==> config.mk <==
export PLATFORM = sky130hd
export DESIGN_NAME = fec_top
export DESIGN_NICKNAME = d
export VERILOG_FILES = /design/src/rtl/fec_mode_sel.v /design/src/rtl/fec_boot_seq.v /design/src/rtl/fec_top.v
export VERILOG_INCLUDE_DIRS = /design/src /design/src/rtl
export SDC_FILE = /design/constraint.sdc
export NUM_CORES = 1
export LEC_CHECK = 0
export ABC_AREA = 1
export BUFFER_PORTS_ARGS = -buffer_cell sky130_fd_sc_hd__buf_4
export CAP_MARGIN = 20
export CORE_ASPECT_RATIO = 0.75
export CORE_UTILIZATION = 40
export DETAILED_ROUTE_END_ITERATION = 8
export PLACE_DENSITY = 0.8
export SLEW_MARGIN = 20
export SYNTH_ARGS = -nofsm -noshare
export SYNTH_HDL_FRONTEND = slang
export SYNTH_SLANG_ARGS = --single-unit
==> constraint.sdc <==
create_clock -name clk_i -period 1.4 [get_ports clk_i]
set_input_delay 0.28 -clock clk_i [delete_from_list [all_inputs] [get_ports clk_i]]
set_output_delay 0.28 -clock clk_i [all_outputs]
set_load 0.01 [all_outputs]
==> src/rtl/fec_regs.vh <==
// register offsets, field positions and reset values for the flash control block
`ifndef FEC_REGS_VH
`define FEC_REGS_VH
`define FEC_OFF_MODE     4'h0
`define FEC_OFF_STAT     4'h1
`define FEC_OFF_EBS      4'h2
`define FEC_OFF_ACC      4'h3
`define FEC_OFF_IRQ_STAT 4'h4
`define FEC_OFF_IRQ_MASK 4'h5
`define FEC_OFF_BOOT     4'h6
`define FEC_MODE_P       0
`define FEC_MODE_E       1
`define FEC_MODE_PV      2
`define FEC_MODE_EV      3
`define FEC_MODE_PSU     4
`define FEC_MODE_ESU     5
`define FEC_MODE_SWE     6
`define FEC_STAT_ERR     7
`define FEC_ACC_EN       7
`define FEC_EBS_MASK     8'h1F
`define FEC_MODE_MASK    8'h7F
`define FEC_RST8         8'h00
`define FEC_IRQ_ERR      0
`define FEC_IRQ_ERASE    1
`define FEC_IRQ_BOOT     2
`define FEC_IRQ_W        3
`endif

==> src/rtl/fec_mode_sel.v <==
// reset-end operating mode capture from strap pins
`timescale 1ns/1ps
module fec_mode_sel (
	// clock and reset
	input  wire clk_i,
	input  wire rst_i,
	// strap pins
	input  wire test_i,
	input  wire nmi_i,
	input  wire timer_port_select_pin_i,
	// captured mode
	output reg  user_mode_o,
	output reg  boot_mode_o,
	output reg  done_o
);
	// capture once on the first edge after release; straps must already be stable
	always @(posedge clk_i) begin
		if (rst_i) begin
			user_mode_o <= 1'b0;
			boot_mode_o <= 1'b0;
			done_o      <= 1'b0;
		end else if (!done_o) begin
			done_o      <= 1'b1;
			user_mode_o <= !test_i && nmi_i;
			boot_mode_o <= !test_i && !nmi_i && timer_port_select_pin_i;
		end
	end
endmodule

==> src/rtl/fec_boot_seq.v <==
// boot sequencer: program download then full erase, then release to loaded program
`timescale 1ns/1ps
module fec_boot_seq (
	// clock and reset
	input  wire clk_i,
	input  wire rst_i,
	// control
	input  wire start_i,
	input  wire load_done_i,
	input  wire erase_done_i,
	input  wire erase_fail_i,
	// status
	output reg  load_active_o,
	output reg  erase_all_o,
	output reg  run_o,
	output reg  abort_o
);
	localparam ST_IDLE  = 2'b00;
	localparam ST_LOAD  = 2'b01;
	localparam ST_ERASE = 2'b10;
	localparam ST_END   = 2'b11;
	reg [1:0] state_q; // sequencer state
	// load over serial channel, then erase everything, then run
	always @(posedge clk_i) begin
		if (rst_i) begin
			state_q       <= ST_IDLE;
			load_active_o <= 1'b0;
			erase_all_o   <= 1'b0;
			run_o         <= 1'b0;
			abort_o       <= 1'b0;
		end else begin
			case (state_q)
			ST_IDLE: begin
				if (start_i) begin
					state_q       <= ST_LOAD;
					load_active_o <= 1'b1;
				end
			end
			ST_LOAD: begin
				if (load_done_i) begin
					state_q       <= ST_ERASE;
					load_active_o <= 1'b0;
					erase_all_o   <= 1'b1;
				end
			end
			ST_ERASE: begin
				if (erase_fail_i) begin
					state_q     <= ST_END;
					erase_all_o <= 1'b0;
					abort_o     <= 1'b1;
				end else if (erase_done_i) begin
					state_q     <= ST_END;
					erase_all_o <= 1'b0;
					run_o       <= 1'b1;
				end
			end
			default: begin
				state_q <= ST_END; // held until reset
			end
			endcase
		end
	end
endmodule

==> src/rtl/fec_top.v <==
// flash erase control, status, access gate and mode select top level
// Functional notes
// - status register is read only
// - error flag bit 7 sets on failure, protects
// - reserved bits always read zero
// - block select held zero while write enable clear
// - multiple block bits written clears whole register
// - bit 4 selects large block 1000-7FFF
// - bits 3..0 select four 1-kbyte blocks
// - access bit gates control register access
// - mode chosen from strap pins at reset end
// - boot mode downloads program over serial
// - boot erases all flash before running
// - user mode erases blocks individually
// - write enable clear refuses other bit sets unless the same write sets write enable
// - erase mode needs write enable and setup
`timescale 1ns/1ps
`include "fec_regs.vh"
module fec_top (
	// clock and reset
	input  wire        clk_i,
	input  wire        rst_i,
	// avalon-mm slave
	input  wire [3:0]  avs_address_i,
	input  wire        avs_read_i,
	input  wire        avs_write_i,
	input  wire [31:0] avs_writedata_i,
	input  wire [3:0]  avs_byteenable_i,
	output reg  [31:0] avs_readdata_o,
	output wire        avs_waitrequest_o,
	// strap pins
	input  wire        test_i,
	input  wire        nmi_i,
	input  wire        timer_port_select_pin_i,
	// flash array side
	input  wire        flash_fail_i,
	input  wire        flash_done_i,
	input  wire        boot_load_done_i,
	output wire        erase_mode_o,
	output wire        program_mode_o,
	output wire [4:0]  erase_sel_o,
	output wire        erase_all_o,
	output wire        boot_load_o,
	output wire        boot_run_o,
	output wire        user_mode_o,
	// interrupt
	output wire        irq_o
);
	reg  [6:0] flash_mode_control_q;   // program/erase mode bits
	reg        flash_error_flag_q;     // sticky error flag
	reg  [4:0] erase_block_select_q;   // one-hot erase region
	reg        ctrl_reg_access_bit_q;  // access gate
	reg  [2:0] irq_stat_q;             // sticky events
	reg  [2:0] irq_mask_q;             // interrupt mask
	reg        ack_q;                  // one wait cycle per access
	reg  [7:0] wdat;                   // low byte of write data
	wire       acc_wr;                 // write accepted this cycle
	wire       acc_rd;                 // read accepted this cycle
	wire       gated_ok;               // gated register reachable
	wire       software_write_enable;                    // software write enable
	wire       boot_mode;              // boot strap captured
	wire       mode_done;              // strap capture done
	wire       boot_abort;             // boot erase failed
	wire [2:0] ev;                     // event inputs; error and erase are pulses, boot is a level
	reg        erase_q;                // erase mode delayed, for done event
	wire [4:0] ebs_next;               // candidate block select
	wire       mode_wr;                // accepted write to mode control

	// test for more than one set bit, used to reject multi-bit selects
	function more_than_one;
		input [4:0] v;
		begin
			more_than_one = |(v & (v - 5'h01));
		end
	endfunction

	// write masked to low byte lane, others are ignored
	always @* begin
		wdat = avs_byteenable_i[0] ? avs_writedata_i[7:0] : 8'h00;
	end

	// each access waits exactly one cycle; waitrequest drops on the second
	assign avs_waitrequest_o = (avs_read_i || avs_write_i) && !ack_q;
	assign acc_wr   = avs_write_i && ack_q;
	assign acc_rd   = avs_read_i && ack_q;
	assign gated_ok = ctrl_reg_access_bit_q;
	assign software_write_enable      = flash_mode_control_q[`FEC_MODE_SWE];
	// same gating as the mode register process, error protection included
	assign mode_wr  = acc_wr && gated_ok && avs_byteenable_i[0]
		&& avs_address_i == `FEC_OFF_MODE && !flash_error_flag_q;

	// handshake pacing
	always @(posedge clk_i) begin
		if (rst_i) begin
			ack_q <= 1'b0;
		end else begin
			ack_q <= (avs_read_i || avs_write_i) && !ack_q;
		end
	end

	// mode control register; protected while write enable clear or error
	always @(posedge clk_i) begin
		if (rst_i) begin
			flash_mode_control_q <= 7'h00;
		end else if (flash_error_flag_q) begin
			flash_mode_control_q <= flash_mode_control_q & 7'h40;
		end else if (acc_wr && gated_ok && avs_byteenable_i[0]
			&& avs_address_i == `FEC_OFF_MODE) begin
			if (wdat[`FEC_MODE_SWE] || software_write_enable) begin
				flash_mode_control_q <= wdat[6:0];
			end else begin
				flash_mode_control_q <= 7'h00;
			end
		end
	end

	// erase and program enter only with setup bits and write enable
	assign erase_mode_o   = software_write_enable && flash_mode_control_q[`FEC_MODE_ESU]
		&& flash_mode_control_q[`FEC_MODE_E];
	assign program_mode_o = software_write_enable && flash_mode_control_q[`FEC_MODE_PSU]
		&& flash_mode_control_q[`FEC_MODE_P];

	// block select; multi-bit writes clear, forced zero without swe
	assign ebs_next = wdat[4:0];
	always @(posedge clk_i) begin
		if (rst_i) begin
			erase_block_select_q <= 5'h00;
		end else if (!software_write_enable || (mode_wr && !wdat[`FEC_MODE_SWE])) begin
			// cleared in the same edge as write enable, no stale select cycle
			erase_block_select_q <= 5'h00;
		end else if (acc_wr && gated_ok && avs_byteenable_i[0]
			&& avs_address_i == `FEC_OFF_EBS) begin
			if (more_than_one(ebs_next)) begin
				erase_block_select_q <= 5'h00;
			end else begin
				erase_block_select_q <= ebs_next;
			end
		end
	end
	// bit 4 large block, bits 3..0 the small blocks
	assign erase_sel_o = erase_block_select_q;

	// error flag: hardware only, writes have no effect
	always @(posedge clk_i) begin
		if (rst_i) begin
			flash_error_flag_q <= 1'b0;
		end else if (flash_fail_i && (erase_mode_o || program_mode_o || erase_all_o)) begin
			flash_error_flag_q <= 1'b1;
		end
	end

	// access enable register, always reachable
	always @(posedge clk_i) begin
		if (rst_i) begin
			ctrl_reg_access_bit_q <= 1'b0;
		end else if (acc_wr && avs_byteenable_i[0] && avs_address_i == `FEC_OFF_ACC) begin
			ctrl_reg_access_bit_q <= wdat[`FEC_ACC_EN];
		end
	end

	// events: error set, erase finished, boot program released
	always @(posedge clk_i) begin
		if (rst_i) begin
			erase_q <= 1'b0;
		end else begin
			erase_q <= erase_mode_o;
		end
	end
	assign ev[`FEC_IRQ_ERR]   = flash_fail_i && !flash_error_flag_q
		&& (erase_mode_o || program_mode_o || erase_all_o);
	assign ev[`FEC_IRQ_ERASE] = erase_q && !erase_mode_o;
	assign ev[`FEC_IRQ_BOOT]  = boot_run_o;

	// sticky status, write one to clear; a new event wins over clear
	always @(posedge clk_i) begin
		if (rst_i) begin
			irq_stat_q <= 3'h0;
			irq_mask_q <= 3'h0;
		end else begin
			if (acc_wr && avs_byteenable_i[0] && avs_address_i == `FEC_OFF_IRQ_STAT) begin
				irq_stat_q <= (irq_stat_q & ~wdat[2:0]) | ev;
			end else begin
				irq_stat_q <= irq_stat_q | ev;
			end
			if (acc_wr && avs_byteenable_i[0] && avs_address_i == `FEC_OFF_IRQ_MASK) begin
				irq_mask_q <= wdat[2:0];
			end
		end
	end
	assign irq_o = |(irq_stat_q & irq_mask_q);

	// read mux; loaded on the first edge of a read so data stand while waitrequest is low
	// reserved bits and unmapped addresses read zero; data hold until the next read
	always @(posedge clk_i) begin
		if (rst_i) begin
			avs_readdata_o <= 32'h00000000;
		end else if (avs_read_i && !ack_q) begin
			avs_readdata_o <= 32'h00000000;
			if (avs_address_i == `FEC_OFF_MODE) begin
				if (gated_ok) begin
					avs_readdata_o[6:0] <= flash_mode_control_q;
				end
			end else if (avs_address_i == `FEC_OFF_STAT) begin
				if (gated_ok) begin
					avs_readdata_o[`FEC_STAT_ERR] <= flash_error_flag_q;
				end
			end else if (avs_address_i == `FEC_OFF_EBS) begin
				if (gated_ok) begin
					avs_readdata_o[4:0] <= erase_block_select_q;
				end
			end else if (avs_address_i == `FEC_OFF_ACC) begin
				avs_readdata_o[`FEC_ACC_EN] <= ctrl_reg_access_bit_q;
			end else if (avs_address_i == `FEC_OFF_IRQ_STAT) begin
				avs_readdata_o[2:0] <= irq_stat_q;
			end else if (avs_address_i == `FEC_OFF_IRQ_MASK) begin
				avs_readdata_o[2:0] <= irq_mask_q;
			end else if (avs_address_i == `FEC_OFF_BOOT) begin
				avs_readdata_o[3:0] <= {boot_abort, boot_run_o, boot_mode, user_mode_o};
			end
		end
	end

	// strap capture at reset end; board keeps straps stable before release
	fec_mode_sel u_mode (
		.clk_i                   (clk_i),
		.rst_i                   (rst_i),
		.test_i                  (test_i),
		.nmi_i                   (nmi_i),
		.timer_port_select_pin_i (timer_port_select_pin_i),
		.user_mode_o             (user_mode_o),
		.boot_mode_o             (boot_mode),
		.done_o                  (mode_done)
	);

	// boot sequence starts only when boot straps seen
	fec_boot_seq u_boot (
		.clk_i         (clk_i),
		.rst_i         (rst_i),
		.start_i       (mode_done && boot_mode),
		.load_done_i   (boot_load_done_i),
		.erase_done_i  (flash_done_i),
		.erase_fail_i  (flash_fail_i),
		.load_active_o (boot_load_o),
		.erase_all_o   (erase_all_o),
		.run_o         (boot_run_o),
		.abort_o       (boot_abort)
	);
endmodule

======== Yosys cells after proc, flatten, opt, wreduce, memory -nomap -nowiden ========
Index checks and enable logic that the tools add are counted.
storage, ports and cells
  latch bits .............................. 0
  input bits .............................. 50
  bits in writable memories ............... 0
  memories kept ........................... 0
  memory bits (read-only) ................. 0
  register bits after elaboration ......... 39
operators by class
  reductions and logical operators ........ 51
  mux-type cells .......................... 35
  div/mod/pow operators ................... 0
  equality and inequality tests ........... 11
  magnitude comparators ................... 0
  shift-type cells ........................ 0
  bitwise gates (word level) .............. 8
  add/sub/neg operators ................... 1
  multipliers ............................. 0
operator list
  operator                                                               number
  1-bit logical AND                                                      25
  5-bit 2-to-1 mux                                                       4
  1-bit 2-to-1 mux                                                       14
  7-bit 2-to-1 mux                                                       2
  4-bit by 3-bit equality test with 1-bit output, second input constant  3
  4-bit 2-to-1 mux                                                       3
  3-bit AND reduction                                                    4
  2-bit 2-to-1 mux                                                       5
  3-bit 2-to-1 mux                                                       3
  4-bit by 2-bit equality test with 1-bit output, second input constant  2
  8-bit 2-to-1 mux                                                       1
  1-bit logical NOT                                                      7
  3-bit bitwise AND                                                      2
  3-bit OR                                                               2
  2-bit case mux with 3 select lines                                     1
  5-bit bitwise AND                                                      1
  1-bit logical OR                                                       5
  5-bit OR reduction                                                     1
  5-bit by 1-bit subtractor with 5-bit output, second input constant     1
  4-bit by 1-bit equality test with 1-bit output, second input constant  1
  4-bit logical NOT                                                      1
  1-bit case mux with 2 select lines                                     2
  2-bit AND reduction                                                    2
  2-bit nonzero test                                                     2
  other kinds (10)                                                       12

======== Logic depth before layout (Yosys ltp) ========
Gate-level depths: netlist (run 1).
  depth after elaboration ................. 8
  gate-level depth with buffers ........... 10

======== Cells and area by module ========
From an unflattened synthesis (run 1), not the netlist that was laid out.
second synthesis, totals
  cell total of the unflattened synthesis .. 306
  area total of the unflattened synthesis .. 2099.5 µm²
modules (own cells, without submodules)
  module        cells each  times used  area an instance (µm²)
  fec_top       253         1           1722.9
  fec_boot_seq  38          1           260.2
  fec_mode_sel  15          1           116.4

======== Worst setup path after synthesis (run 1) ========
Ideal clock, no wire load.
  path kind ............................... flip-flop to flip-flop
  from .................................... register ack_q
  to ...................................... register flash_mode_control_q[6]
  setup slack ............................. 241 ps
  arrival time ............................ 1045 ps
  setup time .............................. 114 ps
  period minus slack after synthesis ...... 1159 ps
  cell stages (with the launch flop) ...... 6
  cells stage by stage .................... dfxtp_1 nand4_1 nor2_4 nand3_4 nand3_2 nand2_1
between the ends
  word-level cells in the longest chain between the ends .. 5
ends and longest elaborated chain
  what                             line           text
  from (decl)                      fec_top.v:55   reg ack_q;
  from (signal assigned)           fec_top.v:97   ack_q <= (avs_read_i || avs_write_i) && !ack_q;
  1-bit logical AND                fec_top.v:84   assign acc_wr = avs_write_i && ack_q;
  1-bit logical AND (2 in series)  fec_top.v:107  end else if (acc_wr && gated_ok && avs_byteenable_i[0]
  1-bit logical AND (no line)      --
  2-bit AND reduction (no line)    --
  to (signal assigned)             fec_top.v:106  flash_mode_control_q <= flash_mode_control_q & 7'h40;
  to (signal assigned)             fec_top.v:110  flash_mode_control_q <= wdat[6:0];
  to (decl)                        fec_top.v:49   reg [6:0] flash_mode_control_q;
No other way between the ends.
A chain may end at the register's enable or synchronous reset.

======== Worst setup path in the final report (run 1) ========
  from .................................... register flash_mode_control_q[1]
  to ...................................... output port erase_mode_o
between the ends
  word-level cells in the longest chain between the ends .. 1
ends and longest elaborated chain
  what               line           text
  1-bit logical AND  fec_top.v:118  assign erase_mode_o = software_write_enable && flash_mode_control_q[`FEC_MODE_ESU]
  to (decl)          fec_top.v:39   output wire erase_mode_o,
No other way between the ends.

==> results of run 1 <==
[metal layers]
layer / track usage, % / vias to the layer above
met2: 27.3 / 90
met3: 5.68 / 8
met4: 5.72 / 0
met1: 28.0 / 900
met5: 0 / -
li1: - / 1012
[worst max-delay path, stage by stage, from the launching register on]
cell and delay (ns):
dfxtp_1 0.41, nand3_2 0.15, inv_1 0.09, buf_4 0.11
[synthesized netlist by cell type]
| cell | count |
|---|---|
| nand2_1 | 63 |
| dfxtp_1 | 39 |
| a21oi_1 | 30 |
| inv_1 | 30 |
| nand3_1 | 29 |
| buf_4 | 25 |
| nor2_1 | 19 |
| o21ai_0 | 15 |
| nand4_1 | 8 |
| nor2_4 | 5 |
| nor2_2 | 4 |
| a31oi_1 | 2 |
| buf_2 | 2 |
| clkbuf_1 | 2 |
| nand2_2 | 2 |
| nand3_4 | 2 |
| nand3b_1 | 2 |
| nor3_1 | 2 |
| and2_1 | 1 |
| conb_1 | 1 |
| inv_2 | 1 |
| nand3_2 | 1 |
| nor3_2 | 1 |
| o2111ai_1 | 1 |
| o21ai_1 | 1 |
| o22ai_1 | 1 |
[flip-flops by register name, indices dropped and copies added (netlist names)]
signal,cells
u_boot.state_q,2
erase_q,1
ctrl_reg_access_bit_q,1
irq_mask_q,3
u_boot.abort_o,1
u_mode.boot_mode_o,1
avs_readdata_o,8
u_boot.load_active_o,1
u_mode.done_o,1
flash_mode_control_q,7
irq_stat_q,3
ack_q,1
flash_error_flag_q,1
u_boot.erase_all_o,1
u_mode.user_mode_o,1
u_boot.run_o,1
erase_sel_o,5
[report_power, final]
| part | internal [W] | total (W) | switching [W] | leakage (nW) |
|---|---|---|---|---|
| Combinational | 0.000106 | 0.000276 | 0.000170 | 0.742 |
| Sequential | 0.00113 | 0.00115 | 0.0000174 | 0.316 |
| Clock | 0.000577 | 0.000981 | 0.000405 | 0.0612 |
[worst paths after layout]
| kind | startpoint | end | slack, ns | cells after the start |
|---|---|---|---|---|
| setup / recovery | flash_mode_control_q[1] | erase_mode_o | 0.06 | 3 |
| hold / removal | rst_i | avs_readdata_o[6] | 0.20 | 2 |
| setup reg to reg | ack_q | flash_mode_control_q[0] | 0.13 | 5 |
| hold reg to reg | erase_q | irq_stat_q[1] | 0.45 | 2 |
[layout make-up]
class                   instances  area, um^2  area share, %
clock buffers                   6        82.6           3.25
clock inverters                 2        35.0           1.38
inverters                      31         116           4.58
repair buffers                 55         413           16.3
flip-flops and latches         39         782           30.8
multi-input cells             213        1040           40.8
well taps                      60        75.1           2.96
[kinds of logic after synthesis]
| group | Yosys count | synth area share (%) |
|---|---|---|
| AND/OR/NAND/NOR | 139 | 33.4 |
| buffers and inverters | 60 | 15.7 |
| AO/OA/AOI/OAI | 50 | 12.6 |
| flip-flops | 39 | 38.1 |
| other | 1 | 0.183 |
[placed cells by master, fill, tap and decap left out, types with 2 or more instances in the layout]
| master | count |
|---|---|
| nand2_1 | 63 |
| nor2_4 | 5 |
| nand4_1 | 8 |
| nor2_2 | 4 |
| nand3b_1 | 2 |
| dfxtp_1 | 38 |
| conb_1 | 24 |
| nor3_1 | 2 |
| nand2_2 | 2 |
| clkbuf_8 | 6 |
| buf_4 | 55 |
| nand3_1 | 28 |
| o21ai_0 | 15 |
| inv_1 | 30 |
| nand3_2 | 2 |
| a31oi_1 | 2 |
| nor2_1 | 19 |
| a21oi_1 | 30 |
| nand3_4 | 2 |
[stage by stage]
stage	util (%)	hold WS (ns)	cell area (um^2)
after global placement	49.0	0.435	2400
after detailed placement	49.0	0.443	2400
final	51.8	0.197	2540
after floorplan	-	0.422	2130
after global routing	51.8	0.199	2540
after CTS	51.4	0.198	2520
[what timing repair did]
action | in CTS | in global routing
buffers inserted | 0 | 2
endpoints found under the setup margin | 0 | 11
resized for setup | 0 | 2
==> results.toml, run 1 <==
[cts]
worst_setup_hold_path_clk_slew_ns = 0.07
cts_buffers = 5
clkLatencyLatePin_ns = 0.29
cts.sinks = 39
cts-htree-levels = 2
cts-root-buf = "clkbuf_8"
cts_tree = "yes"
holdBufCountCts = 0
ctsLongestPathBuffers = 2

[worst_hold_path]
worst_hold_path_type = "in -> reg"

[final_layout]
num-nets-final = 395
num-fill-cells = 470
n_antenna_cell = 0
finalNonFillerCells = 406
area_growth_pct = 24.1
drive_gt1_share_pct = 23.4

[run_status]
outcome = "finished with violations"
failing_checks = "DRC"

[global_route]
grt_usage_pct = 19.3
number_of_antenna_violations_at_the_first_check_in_global_routing = 0
grt_pass1_wl_um = 8140
grt_max_degree = 15
overflow = 0
grt_pass1_vias = 1704

[die]
die_w_um = 84.6
floorplan.core_area_um2 = 4900
fp.dieH_um = 64.0
io-pin-count = 95
total_number_of_placement_rows = 22
fp.dieArea_um2 = 5410
floorplan.initialDensity_pct = 41.8

[logic_synthesis]
cell_type_contributing_the_most_total_cell_area_after_synthesis = "dfxtp_1"
ys_seq_area_share_pct = 38.1
postSynthCellCount = 289
synth_top_area_share_pct = 38.1
synth.avg_cell_area_um2 = 7.08
netlist-cell-type-count = 26
synth_area_leaders = "dfxtp_1 (38%), nand2_1 (12%), buf_4 (9.2%)"
yosys_register_bits = 39
syn_area_um2 = 2050
synthesis.yosys.warnings = 0

[sta]
final-hold-violation-count = 0
setup_ws_post_layout_ns = 0.0569
finalMaxSlewViolations = 0
setup_violations = 0
period_needed_ns = 1.34
fin_skew_ns = 0.00546
fmax_ghz = 0.745
finalSetupTns_ns = 0
fin_crit_sh_pct = 95.9

[place]
place_inst = 396
detailed_place_hpwl_um = 3910
dp_slack_ns = 0.0626
globalplace.congestion = 0.896
port_buffers = 43

[route]
top_layer_used = "met4"
drt_drc_violations_left = 5
dr.pass1.iters = 9
routed_wirelength_um = 5120
wl_met2_um = 2100
vias = 2010
dr_wl_met3_um = 446
via_per_inst = 4.95
wire_per_inst_um = 12.6
drt_iter0_markers = 112
met1Wirelength_um = 2510
final_antenna_net_count = 0

[setup_path]
worst-endpoint-arrival_ns = 1.06
critical_path.max_fanout = 4
critPathLaunchType = "flop"
crit_path_end_kind = "output pin"
critical_path_required_ns = 1.12
critical_path_class = "reg -> out"

[job]
cap_viol_max_count = 0

[power]
leakage_power_of_the_design_nw = 1.12
power.density_cell_area_nw_per_um2 = 947
vdd.ir_drop.worst_mv = 0.308
finalPower_w = 0.00240
No activity file was read; power rests on OpenSTA's default activity.
==> run 2, diff against run 1 <==
- BUFFER_PORTS_ARGS: -buffer_cell sky130_fd_sc_hd__buf_4 -> default
- DONT_BUFFER_PORTS: default -> 1
- PLACE_DENSITY: 0.8 -> 0.64
- RECOVER_POWER: default -> 100
==> run 2 against run 1 <==
  * The run still ends with DRC left
  * Fmax rose by 4.1%
  * Sequential power barely moved
  * Sequential share of layout area rose by 5.3 points
  * Via count fell by 8.9%
  * Critical path type unchanged
  * Largest cell class unchanged
  * Largest power group unchanged
==> results.toml, run 2 (synthesis gave the netlist of run 1 again) <==
[setup_path]
crit-reg2reg-capture = "flash_mode_control_q[1]"
worst-endpoint-arrival_ns = 1.01
worstReg2RegStart = "ack_q"
worstRegToRegCells = 5
critical_path_class = "reg -> out"
critical_path.cell_chain = "nand3_2 -> inv_1"
critical_path_required_ns = 1.12
cp_slowest_stage_delay_ns = 0.42
regToRegSetupSlack_ns = 0.12
cp_slowest_cell = "dfxtp_1"
crit_path_end_kind = "output pin"
critPathLaunchType = "flop"
critical_path.max_fanout = 4

[power]
leakage_power_of_the_design_nw = 0.875
vdd.ir_drop.worst_mv = 0.401
finalPower_w = 0.00228
power.density_cell_area_nw_per_um2 = 1050

[die]
floorplan.initialDensity_pct = 41.8
fp.dieH_um = 64.0
total_number_of_placement_rows = 22
floorplan.core_area_um2 = 4900
fp.dieArea_um2 = 5410
die_w_um = 84.6
io-pin-count = 95

[sta]
setup_violations = 0
period_needed_ns = 1.29
fmax_ghz = 0.775
finalSetupTns_ns = 0
finalMaxSlewViolations = 0
grt_setup_unrepaired = "no"
fin_crit_sh_pct = 92.1
final-hold-violation-count = 0
fin_skew_ns = 0.00868
setup_ws_post_layout_ns = 0.110

[cts]
ctsLongestPathBuffers = 2
cts-root-buf = "clkbuf_8"
cts_buffers = 5
cts_tree = "yes"
cts.sinks = 39
holdBufCountCts = 0
clkLatencyLatePin_ns = 0.30
worst_setup_hold_path_clk_slew_ns = 0.09
cts-htree-levels = 2

[final_layout]
max_flop_register = "avs_readdata_o"
num-fill-cells = 513
most_used_cells_in_the_layout_excluding_fill_and_tap_cells = "nand2_1 (63), dfxtp_1 (38), inv_1 (30)"
num-nets-final = 348
n_antenna_cell = 0
multi_input_comb_area_um2 = 1030
ff_latch_area_um2 = 782
largest_register_ffs = 8
drive_gt1_share_pct = 10.7
area_growth_pct = 5.99
mostFrequentLayoutCell = "nand2_1"

[worst_hold_path]
timing.hold.worst.start = "rst_i"
min_delay_worst_endpoint = "avs_readdata_o[5]"
worst_hold_path_type = "in -> reg"
timing.hold.worst_path_depth = 1

[route]
vias = 1831
drt_iter0_markers = 135
final_antenna_net_count = 0
dr.pass1.iters = 9
via_per_inst = 5.10
drt_drc_violations_left = 4
wire_per_inst_um = 13.5
routed_wirelength_um = 4850

[run_status]
failing_checks = "DRC"
outcome = "finished with violations"

[place]
detailed_place_hpwl_um = 3710
globalplace.congestion = 0.817
port_buffers = 0
dp_slack_ns = 0.147

[global_route]
grt_max_degree = 19
overflow = 0
number_of_antenna_violations_at_the_first_check_in_global_routing = 0
grt_pass1_wl_um = 8000
grt_pass1_vias = 1601
grt_usage_pct = 19.2

[job]
cap_viol_max_count = 0
run 2: final cells by class:
type                            count  area share (%)
Clock buffer                        5            3.17
Clock inverter                      3            2.02
Inverter                           31            5.36
Multi-Input combinational cell    213            47.5
Sequential cell                    39            36.0
Tap cell                           60            3.46
Timing Repair Buffer                8            2.48
run 2: worst max-delay path by stage:
stage / startpoint / slack [ns] / cells past startpoint / endpoint
floorplan: ack_q / 0.24 / 5 / flash_mode_control_q[6]
global placement: ack_q / 0.16 / 5 / flash_mode_control_q[6]
detailed placement: ack_q / 0.15 / 5 / flash_mode_control_q[6]
CTS: flash_mode_control_q[6] / 0.04 / 2 / erase_mode_o
global route: ctrl_reg_access_bit_q / 0.03 / 6 / erase_sel_o[0]
finish: flash_mode_control_q[1] / 0.11 / 2 / erase_mode_o
run 2: power by group:
part	switching, W	leakage, nW	internal [W]
combinational	0.000128	0.500	0.0000461
clock	0.000424	0.0581	0.000531
sequential	0.0000228	0.316	0.00113
total	0.000574	0.875	0.00171
run 2: layer usage:
| metal | part of all wire, % | wire, um | vias to the layer above | global-route usage [%] |
|---|---|---|---|---|
| met4 | 1.5 | 73 | 0 | 6.99 |
| met2 | 40 | 1930 | 72 | 27.1 |
| li1 | - | - | 919 | - |
| met1 | 51 | 2470 | 832 | 27.6 |
| met5 | 0 | 0 | - | 0 |
| met3 | 7.8 | 377 | 8 | 5.43 |
run 2: critical path, delay by kind of cell (launching register included):
| family | cells | cell delay, ns |
|---|---|---|
| flip-flops | 1 | 0.42 |
| AND/OR/NAND/NOR | 1 | 0.16 |
| buffers and inverters | 1 | 0.13 |
run 2: per-stage QoR:
stage	hold slack, ns	utilization, %	cell area [um^2]	cells
after floorplan	0.422	-	2130	312
after global placement	0.352	41.8	2050	349
after detailed placement	0.354	41.8	2050	349
after CTS	0.0309	44.2	2170	357
after global routing	0.0292	44.3	2170	359
final	0.0328	44.3	2170	359
run 2: repair_timing:
item | 4_1_cts | 5_1_grt
gates resized for setup | 1 | 2
setup buffers | 0 | 2
setup endpoints to repair | 1 | 4
gates cloned | 0 | 0
pin swaps | 0 | 1
==> run 3, diff against run 2 <==
- CORE_UTILIZATION: 40 -> 35
- PLACE_DENSITY: 0.64 -> 0.59
==> run 3 against run 2 <==
  * Register-to-register slack is essentially flat
  * Hold slack gained 0.017 ns
  * The run now ends clean
  * Global-route usage shrank 2.4 points
  * Routed wire length shrank 0.87%
  * Sequential share of layout area shrank 0.062 points
  * Largest power group unchanged
  * Critical path type unchanged
  * Critical endpoint is now avs_waitrequest_o
  * Critical path depth is the same
==> results.toml, run 3 (synthesis gave the netlist of run 1 again) <==
[power]
power_frac_comb_pct = 8.0
total_net_switching_power_w = 0.000524
vdd.ir_drop.worst_mv = 0.396
internal_power_w = 0.00163
power.density_cell_area_nw_per_um2 = 990
clock_power_share_pct = 38.4
finalPower_w = 0.00215
power_frac_seq_pct = 53.6
switching_power_share_of_the_total_pct = 24.3
leakage_power_of_the_design_nw = 0.873

[setup_path]
critical_path.cell_chain = "buf_4 -> a21oi_1"
cp_slowest_cell = "dfxtp_1"
worstRegToRegCells = 5
total_stage_count_of_the_critical_path = 2
count_of_buffering_cells_on_the_critical_path_with_inverters_included = 1
worst-endpoint-arrival_ns = 1.06
crit_path_end_kind = "output pin"
cp_slowest_stage_delay_ns = 0.35
critical_path_class = "reg -> out"
critical_path_required_ns = 1.12
critical_path.max_fanout = 3
cp_top_family = "flip-flops"
critPathLaunchType = "flop"

[global_route]
grt_pass1_vias = 1537
grt_max_degree = 19
grt_usage_pct = 16.8
number_of_antenna_violations_at_the_first_check_in_global_routing = 0
grt_pass1_wl_um = 7870
overflow = 0

[sta]
fmax_ghz = 0.745
final-hold-violation-count = 0
setup_violations = 0
finalSetupTns_ns = 0
fin_skew_ns = 0.00357
period_needed_ns = 1.34
fin_crit_sh_pct = 95.9
finalMaxSlewViolations = 0
grt_setup_unrepaired = "no"

[route]
final_antenna_net_count = 0
vias = 1766
drt_iter0_markers = 140
drt_drc_violations_left = 0
wire_per_inst_um = 12.9
via_per_inst = 4.72
dr.pass1.iters = 4
routed_wirelength_um = 4810

[final_layout]
postLayoutCellArea_um2 = 2170
area_growth_pct = 6.17
max_flop_register = "avs_readdata_o"
n_antenna_cell = 0
num-nets-final = 348
final_util_pct = 39.5
most_used_cells_in_the_layout_excluding_fill_and_tap_cells = "nand2_1 (63), dfxtp_1 (38), inv_1 (31)"
mostFrequentLayoutCell = "nand2_1"
finalNonFillerCells = 374
drive_gt1_share_pct = 9.70
largest_register_ffs = 8

[cts]
cts.sinks = 39
cts-root-buf = "clkbuf_8"
cts-htree-levels = 2
cts_tree = "yes"
holdBufCountCts = 0
ctsLongestPathBuffers = 2
clkLatencyLatePin_ns = 0.29
cts_buffers = 5
worst_setup_hold_path_clk_slew_ns = 0.07

[die]
floorplan.core_area_um2 = 5500
fp.dieArea_um2 = 6160
die_w_um = 90.3
io-pin-count = 95
total_number_of_placement_rows = 23
floorplan.initialDensity_pct = 37.2
fp.dieH_um = 68.2

[place]
detailed_place_hpwl_um = 3780
port_buffers = 0
place_inst = 364
globalplace.congestion = 0.861
placed_instance_area_um2 = 2070

[worst_hold_path]
timing.hold.worst_path_depth = 1
worst_hold_path_type = "in -> reg"

[run_status]
outcome = "complete, no violations"

[job]
cap_viol_max_count = 0
## run 3: cell types whose count changed in the layout (fill, tap and decap cells not counted), sizes merged
cell,before,now
buf,6,8
bufinv,1,0
clkbuf,7,8
clkinv,2,0
## run 3: worst paths after layout
check	startpoint	slack, ns	endpoint
setup / recovery	ack_q	0.06	avs_waitrequest_o
hold / removal	rst_i	0.05	avs_readdata_o[7]
setup reg to reg	ack_q	0.12	flash_mode_control_q[1]
hold reg to reg	u_boot.abort_o	0.44	u_boot.abort_o
## run 3: area by class of cell
| cell class | instances | area (um^2) |
|---|---|---|
| clock buffer | 8 | 100 |
| fill | 586 | 3320 |
| inverter | 31 | 116 |
| multi-input combinational | 213 | 1020 |
| sequential | 39 | 782 |
| tap | 75 | 93.8 |
| timing repair buffer | 8 | 60.1 |
## run 3: worst register-to-register path, cell delays in order (launching register included)
cell     delay, ns
dfxtp_1       0.39
nand4_1       0.20
nor2_4        0.27
buf_4         0.16
nand4_1       0.08
a21oi_1       0.13
## run 3: what timing repair did
item / CTS / global route
setup buffers: 0 / 2
pin swaps: 0 / 1
endpoints found under the setup margin: 1 / 3
endpoints found under the hold margin: 0 / 0
resized for setup: 1 / 1
## run 3: metal layers
| layer | GRT usage, % | share of wire, % | wire length, um | vias up |
|---|---|---|---|---|
| met5 | 0 | 0 | 0 | - |
| met3 | 4.33 | 9.9 | 475 | 4 |
| met4 | 6.05 | 0.69 | 33 | 0 |
| met2 | 22.8 | 40 | 1910 | 78 |
| li1 | - | - | - | 917 |
| met1 | 25.1 | 50 | 2400 | 767 |
## run 3: power by group through the flow
stage	logic, W	registers (W)	clock network, W
final	0.000173	0.00115	0.000826
after global routing	0.000201	0.00116	0.000914
after CTS	0.000174	0.00115	0.000857
after detailed placement	0.000173	0.00118	0
after global placement	0.000173	0.00118	0
after floorplan	0.000197	0.00117	0
## run 3: stage by stage
| stage | hold slack (ns) | setup WS [ns] |
|---|---|---|
| 3_5_place_dp | 0.352 | 0.145 |
| 4_1_cts | 0.0411 | 0.0390 |
| 5_1_grt | 0.0348 | 0.00241 |
| 3_3_place_gp | 0.353 | 0.140 |
| 2_1_floorplan | 0.422 | 0.241 |
| 6_report | 0.0502 | 0.0576 |
